## src/shared/ccs_consts.svh

```systemverilog
`ifndef CCS_CONSTS_SVH
`define CCS_CONSTS_SVH

// Register indices; the byte address of each register is four times its index.
`define CCS_IDX_W 6
`define CCS_IDX_HSYNC_CTRL 6'h0E
`define CCS_IDX_CLAMP_COAST 6'h0F
`define CCS_IDX_CLK_CTRL 6'h15
`define CCS_IDX_CLAMP_TIMING 6'h20
`define CCS_IDX_PHASE 6'h21
`define CCS_IDX_STATUS 6'h22

// Field positions.
`define CCS_BIT_HSYNC_POL 6
`define CCS_BIT_EXT_CLAMP 7
`define CCS_BIT_CLAMP_POL 6
`define CCS_BIT_COAST_POL 3
`define CCS_BIT_EXT_CLK 0
`define CCS_LSB_CLAMP_DLY 0
`define CCS_LSB_CLAMP_DUR 8
`define CCS_BIT_MIDSCALE 16
`define CCS_LSB_PHASE 0

// Reset values.
`define CCS_RST_HSYNC_POL 1'b1
`define CCS_RST_EXT_CLAMP 1'b0
`define CCS_RST_CLAMP_POL 1'b1
`define CCS_RST_COAST_POL 1'b1
`define CCS_RST_EXT_CLK 1'b0
`define CCS_RST_MIDSCALE 1'b0
`define CCS_RST_CLAMP_DLY 8'h08
`define CCS_RST_CLAMP_DUR 8'h14
`define CCS_RST_PHASE 5'h00

// Conditioned pin slots.
`define CCS_NPIN 5
`define CCS_PIN_HSYNC 0
`define CCS_PIN_CLAMP 1
`define CCS_PIN_COAST 2
`define CCS_PIN_SYNC 3
`define CCS_PIN_INV 4

`endif

```

## src/rtl/unused_placeholder_none.sv

```systemverilog
`timescale 1ns/1ns

```

## src/shared/ccs_pkg.sv

```systemverilog
package ccs_pkg;

    typedef enum logic [2:0] {
        CCS_IDLE = 3'h1,
        CCS_DELAY = 3'h2,
        CCS_ACTIVE = 3'h4
    } ccs_state_t;

    // Raw pin levels from outside the pixel clock domain.
    typedef struct packed {
        logic hsync;
        logic clamp;
        logic coast;
        logic embedded_sync_input;
        logic sample_clock_invert;
    } ccs_pins_t;

    // Controls towards the clock generator and sampling clock path.
    typedef struct packed {
        logic coast;
        logic lock_edge;
        logic use_alt_pixel_clock;
        logic [4:0] phase;
        logic sample_invert;
    } ccs_pll_ctl_t;

endpackage

```

## src/rtl/ccs_pin_cond.sv

```systemverilog
`timescale 1ns/1ns
module ccs_pin_cond (
    input wire logic pclk, // Pixel clock.
    input wire logic presetn, // Asynchronous reset, active low.
    input wire logic ce, // Clock enable.
    input wire logic pin, // Raw asynchronous pin.
    input wire logic invert, // Polarity flip for the pin.
    output logic level, // Synchronised active-high level.
    output logic rise, // Active edge pulse.
    output logic fall // Inactive edge pulse.
);
    logic s1_q;
    logic s2_q;
    logic prev_q;

    always_ff @(posedge pclk or negedge presetn) begin
        if (!presetn) begin
            s1_q <= 1'b0;
            s2_q <= 1'b0;
        end else if (ce) begin
            s1_q <= pin;
            s2_q <= s1_q;
        end
    end

    // Polarity is applied before edge detection so downstream is always active high.
    assign level = s2_q ^ invert;

    always_ff @(posedge pclk or negedge presetn) begin
        if (!presetn) begin
            prev_q <= 1'b0;
        end else if (ce) begin
            prev_q <= level;
        end
    end

    assign rise = level & ~prev_q;
    assign fall = ~level & prev_q;
endmodule

```

## src/rtl/ccs_clamp_coast_ctrl.sv

```systemverilog
`timescale 1ns/1ns
`include "ccs_consts.svh"
// Contract
// - Embedded sync output is a non-inverted copy.
// - Clamp pin used only when external bit set.
// - Else clamp counted from hsync trailing edge.
// - Clamp polarity bit selects clamp pin level.
// - Clamp to ground or midscale while active.
// - Coast freezes generator frequency and phase.
// - Coast polarity bit selects coast pin level.
// - Coast polarity resets to one.
// - External clock bit selects alternate pixel clock.
// - Other functions, phase included, keep working.
// - Invert pin inverts the sampling clock.
// - Hsync polarity bit chooses active edge.
// - Leading edge for clock, trailing for clamp.
module ccs_clamp_coast_ctrl #(
    parameter int ADDR_W = 8,
    parameter int CNT_W = 8
) (
    input wire logic pclk, // Pixel clock.
    input wire logic presetn, // Asynchronous reset, active low.
    input wire logic ce, // Clock enable; low freezes all state.
    input wire logic psel, // APB select.
    input wire logic penable, // APB enable.
    input wire logic pwrite, // APB direction.
    input wire logic [ADDR_W-1:0] paddr, // APB byte address.
    input wire logic [31:0] pwdata, // APB write data.
    output logic [31:0] prdata, // APB read data.
    output logic pready, // APB ready.
    output logic pslverr, // APB error.
    input wire ccs_pkg::ccs_pins_t pins, // Raw timing pins.
    output logic embedded_sync_out, // Digital copy of the sync comparator.
    output logic clamp_active, // Clamp window.
    output logic clamp_midscale, // Clamp target: midscale when high.
    output ccs_pkg::ccs_pll_ctl_t pll_ctl // Clock generator controls.
);
    import ccs_pkg::*;

    localparam int IW = `CCS_IDX_W;

    logic hsync_pol_q;
    logic ext_clamp_q;
    logic clamp_pol_q;
    logic coast_pol_q;
    logic ext_clk_q;
    logic midscale_q;
    logic [CNT_W-1:0] clamp_dly_q;
    logic [CNT_W-1:0] clamp_dur_q;
    logic [4:0] phase_q;
    logic [CNT_W-1:0] cnt_q;
    logic [CNT_W-1:0] cnt_d;
    ccs_state_t state_q;
    ccs_state_t state_d;
    logic [31:0] rd_d;
    logic err_d;
    logic [31:0] prdata_q;
    logic pslverr_q;
    logic [IW-1:0] idx;
    logic wr_en;
    logic [`CCS_NPIN-1:0] raw;
    logic [`CCS_NPIN-1:0] inv;
    logic [`CCS_NPIN-1:0] lvl;
    logic [`CCS_NPIN-1:0] rise;
    logic [`CCS_NPIN-1:0] fall;
    logic trail;
    logic lead;

    // Pin conditioning: two-stage synchroniser, polarity, edge detect.
    assign raw[`CCS_PIN_HSYNC] = pins.hsync;
    assign raw[`CCS_PIN_CLAMP] = pins.clamp;
    assign raw[`CCS_PIN_COAST] = pins.coast;
    assign raw[`CCS_PIN_SYNC] = pins.embedded_sync_input;
    assign raw[`CCS_PIN_INV] = pins.sample_clock_invert;

    assign inv[`CCS_PIN_HSYNC] = ~hsync_pol_q;
    assign inv[`CCS_PIN_CLAMP] = ~clamp_pol_q;
    assign inv[`CCS_PIN_COAST] = ~coast_pol_q;
    assign inv[`CCS_PIN_SYNC] = 1'b0;
    assign inv[`CCS_PIN_INV] = 1'b0;

    genvar gi;
    generate
        for (gi = 0; gi < `CCS_NPIN; gi = gi + 1) begin : g_pin
            ccs_pin_cond u_cond (
                .pclk(pclk),
                .presetn(presetn),
                .ce(ce),
                .pin(raw[gi]),
                .invert(inv[gi]),
                .level(lvl[gi]),
                .rise(rise[gi]),
                .fall(fall[gi])
            );
        end
    endgenerate

    assign lead = rise[`CCS_PIN_HSYNC];
    assign trail = fall[`CCS_PIN_HSYNC];

    // APB slave: zero wait states while enabled; read data captured in setup.
    assign idx = paddr[ADDR_W-1:2];
    assign pready = ce;
    assign wr_en = ce & psel & penable & pwrite;
    assign prdata = prdata_q;
    assign pslverr = pslverr_q;

    always_comb begin
        rd_d = 32'h0000_0000;
        err_d = 1'b0;
        if (paddr[1:0] != 2'h0) begin
            err_d = 1'b1;
        end else begin
            case (idx)
                `CCS_IDX_HSYNC_CTRL: begin
                    rd_d[`CCS_BIT_HSYNC_POL] = hsync_pol_q;
                end
                `CCS_IDX_CLAMP_COAST: begin
                    rd_d[`CCS_BIT_EXT_CLAMP] = ext_clamp_q;
                    rd_d[`CCS_BIT_CLAMP_POL] = clamp_pol_q;
                    rd_d[`CCS_BIT_COAST_POL] = coast_pol_q;
                end
                `CCS_IDX_CLK_CTRL: begin
                    rd_d[`CCS_BIT_EXT_CLK] = ext_clk_q;
                end
                `CCS_IDX_CLAMP_TIMING: begin
                    rd_d[`CCS_LSB_CLAMP_DLY +: CNT_W] = clamp_dly_q;
                    rd_d[`CCS_LSB_CLAMP_DUR +: CNT_W] = clamp_dur_q;
                    rd_d[`CCS_BIT_MIDSCALE] = midscale_q;
                end
                `CCS_IDX_PHASE: begin
                    rd_d[`CCS_LSB_PHASE +: 5] = phase_q;
                end
                `CCS_IDX_STATUS: begin
                    rd_d[0] = clamp_active;
                    rd_d[1] = pll_ctl.coast;
                    rd_d[2] = lvl[`CCS_PIN_HSYNC];
                    rd_d[3] = embedded_sync_out;
                    rd_d[4] = pll_ctl.sample_invert;
                    rd_d[7:5] = state_q;
                end
                default: begin
                    err_d = 1'b1;
                end
            endcase
        end
    end

    always_ff @(posedge pclk or negedge presetn) begin
        if (!presetn) begin
            prdata_q <= 32'h0000_0000;
            pslverr_q <= 1'b0;
        end else if (ce && psel && !penable) begin
            prdata_q <= pwrite ? 32'h0000_0000 : rd_d;
            pslverr_q <= err_d;
        end
    end

    // Configuration registers.
    always_ff @(posedge pclk or negedge presetn) begin
        if (!presetn) begin
            hsync_pol_q <= `CCS_RST_HSYNC_POL;
            ext_clamp_q <= `CCS_RST_EXT_CLAMP;
            clamp_pol_q <= `CCS_RST_CLAMP_POL;
            coast_pol_q <= `CCS_RST_COAST_POL;
            ext_clk_q <= `CCS_RST_EXT_CLK;
            midscale_q <= `CCS_RST_MIDSCALE;
            clamp_dly_q <= CNT_W'(`CCS_RST_CLAMP_DLY);
            clamp_dur_q <= CNT_W'(`CCS_RST_CLAMP_DUR);
            phase_q <= `CCS_RST_PHASE;
        end else if (wr_en && !err_d) begin
            case (idx)
                `CCS_IDX_HSYNC_CTRL: begin
                    hsync_pol_q <= pwdata[`CCS_BIT_HSYNC_POL];
                end
                `CCS_IDX_CLAMP_COAST: begin
                    ext_clamp_q <= pwdata[`CCS_BIT_EXT_CLAMP];
                    clamp_pol_q <= pwdata[`CCS_BIT_CLAMP_POL];
                    coast_pol_q <= pwdata[`CCS_BIT_COAST_POL];
                end
                `CCS_IDX_CLK_CTRL: begin
                    ext_clk_q <= pwdata[`CCS_BIT_EXT_CLK];
                end
                `CCS_IDX_CLAMP_TIMING: begin
                    clamp_dly_q <= pwdata[`CCS_LSB_CLAMP_DLY +: CNT_W];
                    clamp_dur_q <= pwdata[`CCS_LSB_CLAMP_DUR +: CNT_W];
                    midscale_q <= pwdata[`CCS_BIT_MIDSCALE];
                end
                `CCS_IDX_PHASE: begin
                    phase_q <= pwdata[`CCS_LSB_PHASE +: 5];
                end
                default: begin
                end
            endcase
        end
    end

    // Internal clamp timer; a new trailing edge always restarts it.
    always_comb begin
        state_d = state_q;
        cnt_d = cnt_q;
        if (trail) begin
            if (clamp_dly_q != '0) begin
                state_d = CCS_DELAY;
                cnt_d = clamp_dly_q - 1'b1;
            end else if (clamp_dur_q != '0) begin
                state_d = CCS_ACTIVE;
                cnt_d = clamp_dur_q - 1'b1;
            end else begin
                state_d = CCS_IDLE;
            end
        end else begin
            case (state_q)
                CCS_IDLE: begin
                end
                CCS_DELAY: begin
                    if (cnt_q != '0) begin
                        cnt_d = cnt_q - 1'b1;
                    end else if (clamp_dur_q != '0) begin
                        state_d = CCS_ACTIVE;
                        cnt_d = clamp_dur_q - 1'b1;
                    end else begin
                        state_d = CCS_IDLE;
                    end
                end
                CCS_ACTIVE: begin
                    if (cnt_q != '0) begin
                        cnt_d = cnt_q - 1'b1;
                    end else begin
                        state_d = CCS_IDLE;
                    end
                end
                default: begin
                    state_d = CCS_IDLE;
                end
            endcase
        end
    end

    always_ff @(posedge pclk or negedge presetn) begin
        if (!presetn) begin
            state_q <= CCS_IDLE;
            cnt_q <= '0;
        end else if (ce) begin
            state_q <= state_d;
            cnt_q <= cnt_d;
        end
    end

    // Clamp window output; the pin is ignored unless external clamping is on.
    always_ff @(posedge pclk or negedge presetn) begin
        if (!presetn) begin
            clamp_active <= 1'b0;
            clamp_midscale <= `CCS_RST_MIDSCALE;
        end else if (ce) begin
            clamp_active <= ext_clamp_q ? lvl[`CCS_PIN_CLAMP] : (state_q == CCS_ACTIVE);
            clamp_midscale <= midscale_q;
        end
    end

    // Sync copy and clock generator controls.
    always_ff @(posedge pclk or negedge presetn) begin
        if (!presetn) begin
            embedded_sync_out <= 1'b0;
            pll_ctl <= '0;
        end else if (ce) begin
            embedded_sync_out <= lvl[`CCS_PIN_SYNC];
            pll_ctl.coast <= lvl[`CCS_PIN_COAST];
            pll_ctl.lock_edge <= lead & ~lvl[`CCS_PIN_COAST];
            pll_ctl.use_alt_pixel_clock <= ext_clk_q;
            pll_ctl.phase <= phase_q;
            pll_ctl.sample_invert <= lvl[`CCS_PIN_INV];
        end
    end

    // Expected clamp window worked out from the raw pin and the polarity bit alone.
    function automatic logic clamp_expect(input logic raw_pin, input logic pol);
        return raw_pin ^ ~pol;
    endfunction
endmodule

```

## config.mk

```make
export PLATFORM = sky130hd
export DESIGN_NAME = ccs_clamp_coast_ctrl
export DESIGN_NICKNAME = d
export VERILOG_FILES = /design/src/rtl/unused_placeholder_none.sv /design/src/shared/ccs_pkg.sv /design/src/rtl/ccs_pin_cond.sv /design/src/rtl/ccs_clamp_coast_ctrl.sv
export VERILOG_INCLUDE_DIRS = /design/src /design/src/shared
export SDC_FILE = /design/constraint.sdc
export NUM_CORES = 1
export LEC_CHECK = 0
export BUFFER_PORTS_ARGS = -buffer_cell sky130_fd_sc_hd__buf_2
export CORE_MARGIN = 2
export CORE_UTILIZATION = 40
export DETAILED_ROUTE_END_ITERATION = 7
export GPL_TIMING_DRIVEN = 0
export PLACE_DENSITY = 0.71
export SLEW_MARGIN = 5
export SYNTH_ARGS = -nofsm -noshare
export SYNTH_HDL_FRONTEND = slang
export SYNTH_SLANG_ARGS = --single-unit
```

## constraint.sdc

```tcl
create_clock -name pclk -period 5.62 [get_ports pclk]
set_input_delay 0.562 -clock pclk [delete_from_list [all_inputs] [get_ports pclk]]
set_output_delay 0.562 -clock pclk [all_outputs]
set_load 0.01 [all_outputs]
```

==> qor.csv <==
stage,metric,value,unit
status,status,completed,
worst_setup_path,cpLargestDelayFamily,compound AO/OA/AOI/OAI gates,
floorplanning,die_height,108,µm
sta,setup_tns,0,ns
power,p_sw_share,32.5,%
logic_synthesis,synth_warnings,0,
sta,max_slew_margin,37.5,%
sta,rsz0062_at_grt,false,
sta,finalHoldViolations,0,
finish,design_area,5110,µm²
grt,antenna_found_initial,0,
logic_synthesis,ys_seq_area_share,45.8,%
run,cap_violations,0,
finish,final_nets,546,
power,p_switching,0.000477,W
sta,period_minus_slack,2.47,ns
worst_setup_path,cp.arrival,2.71,ns
logic_synthesis,async_flop_share,100,%
route,route.antenna.remaining_nets,0,
route,post_drt_wl_per_cell,16.8,µm
worst_setup_path,reg2regPathDepth,7,
logic_synthesis,synth_cells,398,
worst_setup_path,critPathMaxFanout,6,
worst_setup_path,cp.required,5.86,ns
finish,area_delta_synth_final,17.8,%
sta,worst_pin_slew,0.930,ns
worst_setup_path,critPathLaunchType,flip-flop,
route,drtPass1Iterations,5,
cts,clockRootBuffer,clkbuf_8,
logic_synthesis,syn_area_per_cell,10.9,µm²
floorplanning,fp.dieW,108,µm
sta,final_max_slew_viol_count,0,
sta,finalSetupViolations,0,
sta,fin_crit_sh,44.0,%
grt,overflow,0,
worst_setup_path,cp_num_buf_inv,1,
worst_setup_path,reg2reg_from,clamp_dly_q[0],
route,vias,3423,
worst_setup_path,crit_slowest_cell,o211ai_1,
sta,finalClockSkew,0.00764,ns
floorplanning,fp.coreArea,10700,µm²
power,pwr-share-clk,29.8,%
worst_setup_path,r2r_end,cnt_q[4],
worst_setup_path,crit_cells,7,
route,drt_wl_total,10700,µm
floorplanning,die_area,11700,µm²
logic_synthesis,synth_edf_count,0,
finish,drive_above_1_share,34.0,%
worst_setup_path,cp-end-kind,flip-flop,
power,p_leak,2.48,nW
cts,cts_setup_buffers,0,
place,place_ws,2.90,ns
cts,clock_sinks,79,
logic_synthesis,synth-main-ff-cell,dfrtp_1,
logic_synthesis,ys_ff_latch,79,
finish,final_core_util,47.7,%
worst_setup_path,setup.worst_path.class,reg2reg,
place,place_area,4910,µm²
cts,cts_inserted_buffers,9,
sta,holdWs,0.156,ns
worst_setup_path,worstPathCellList,inv_1 > ha_1 > or3b_2 > o211ai_1 > nor2_1 > a221oi_1 > o21ai_0,
cts,clockBufferDepth,2,
cts,hold_buffers,0,
grt,grt_use_total,18.9,%
hold_path,min_path_type,in2async,
floorplanning,io_pins,97,
place,io_buffers,65,
route,routed_via_density,5.40,
power,p_int,0.000990,W
logic_synthesis,synth_cell_type_count,61,
cts,cts_max_level,3,
logic_synthesis,netlist_area,4330,µm²
worst_setup_path,crit_path_max_incr_delay,0.52,ns
place,gp_congestion,0.921,
sta,setup_ws,3.15,ns
power,ir_worst_vdd,0.000167,V
route,drc_errors,0,
grt,grt_pass1_wl,17300,µm
power,pwr-share-seq,45.8,%
sta,max_freq,0.405,GHz
cts,cts_resized,0,
power,powerDensity,287,nW/µm²
floorplanning,start_util,40.5,%
route,drtIter0Drc,177,
grt,grt_max_degree,42,
power,power_frac_comb,24.4,%
cts,clk_latency,0.36,ns
floorplanning,row_count,38,
worst_setup_path,reg2reg_slack,3.15,ns
cts,clkSlewWorstSetupHoldPaths,0.09,ns
cts,cts_tree,done,
place,dp_hpwl,7950,µm
grt,grt_pass1_vias,3420,
finish,antennaDiodeCount,0,
## layout make-up
class,instances,area (µm²)
well taps,140,175
clock buffers,10,128
inverters,17,63.8
flip-flops and latches,79,1990
multi-input cells,284,2130
clock inverters,6,68.8
plain buffers,32,205
repair buffers,66,348
fillers,999,5590
## synth_stat cells (4+ instances only)
cell / n / area (µm²)
dfstp_2: 7 / 184
inv_1: 17 / 63.8
mux2_2: 41 / 462
dfrtp_1: 72 / 1800
mux2_4: 10 / 150
ha_1: 6 / 75.1
nor3_1: 13 / 65.1
buf_4: 16 / 120
mux2i_1: 11 / 110
nand3_1: 8 / 40.0
nand2_1: 21 / 78.8
nor2_1: 22 / 82.6
o21ai_0: 21 / 105
xor2_1: 4 / 35.0
a31oi_1: 6 / 37.5
a211oi_1: 4 / 30.0
o22ai_1: 5 / 31.3
xnor2_1: 11 / 96.3
a21oi_1: 14 / 70.1
a22o_1: 13 / 114
or3b_2: 4 / 35.0
clkbuf_1: 11 / 41.3
nor3b_1: 8 / 60.1
## power by group through the flow
stage,Sequential (W),Combinational [W],Clock [W]
2_1_floorplan,0.000668,0.000261,0
5_1_grt,0.000680,0.000406,0.000464
3_5_place_dp,0.000683,0.000356,0
6_report,0.000673,0.000358,0.000437
4_1_cts,0.000672,0.000358,0.000442
3_3_place_gp,0.000683,0.000350,0
## worst register-to-register path: stages, from the launching register on
cell,delay (ns)
dfrtp_1,0.46
inv_1,0.16
ha_1,0.20
or3b_2,0.46
o211ai_1,0.52
nor2_1,0.16
a221oi_1,0.27
o21ai_0,0.11
## cells by family (layout without fill, tap and decap cells)
| kind of cell | Yosys count | in the layout | synth area share [%] |
|---|---|---|---|
| AOI/OAI and AO/OA | 85 | 85 | 13.3 |
| xor gates and xnor gates | 15 | 15 | 3.03 |
| adders and majority gates | 6 | 6 | 1.73 |
| buffers and inverters | 49 | 131 | 6.21 |
| DFF | 79 | 79 | 45.8 |
| muxes | 62 | 62 | 16.7 |
| other | 1 | 15 | 0.0865 |
| and+or+nand+nor | 101 | 101 | 13.1 |
## how the worst max path moves through the flow
stage                         startpoint        endpoint  slack, ns
after floorplan                 paddr[5]  clamp_dly_q[0]       3.30
after global placement          paddr[1]      prdata[13]       2.99
after detailed placement        paddr[1]      prdata[15]       2.90
after CTS                 clamp_dly_q[0]        cnt_q[4]       3.17
after global routing      clamp_dly_q[0]        cnt_q[4]       2.99
final                     clamp_dly_q[0]        cnt_q[4]       3.15
## registers in the layout, indices dropped and copies added, names as in the netlist, 3 cells and up
| register | flops |
|---|---|
| pll_ctl | 9 |
| clamp_dur_q | 8 |
| g_pin.u_cond.s1_q | 5 |
| g_pin.u_cond.s2_q | 5 |
| prdata | 17 |
| clamp_dly_q | 8 |
| phase_q | 5 |
| state_q | 3 |
| cnt_q | 8 |
## stage by stage
stage	cells	power, W
floorplan	412	0.000929
global placement	617	0.00103
detailed placement	618	0.00104
CTS	634	0.00147
global route	634	0.00155
finish	634	0.00147
## placed cells by master, fill, tap and decap left out, drive strengths merged, types with 2 or more instances in the layout
cell type	instances
a211oi	4
a21oi	14
a221oi	2
a22o	13
a31oi	6
and2	2
buf	87
clkbuf	21
clkinv	3
conb	15
dfrtp	72
dfstp	7
ha	6
inv	18
mux2	51
mux2i	11
nand2	21
nand2b	3
nand3	8
nor2	22
nor2b	3
nor3	13
nor3b	8
nor4	4
o211ai	2
o21ai	22
o22ai	5
o32ai	3
or3	2
or3b	4
or4	5
xnor2	11
xor2	4
## per-layer routing
metal | GRT usage (%) | up-vias | routed length, µm
met5 | 0 | - | 0
met4 | 6.59 | 0 | 172
met3 | 4.58 | 19 | 657
met2 | 31.1 | 118 | 5140
met1 | 24.4 | 1673 | 4680
li1 | - | 1613 | -
Power figures use the tool's default switching activity.
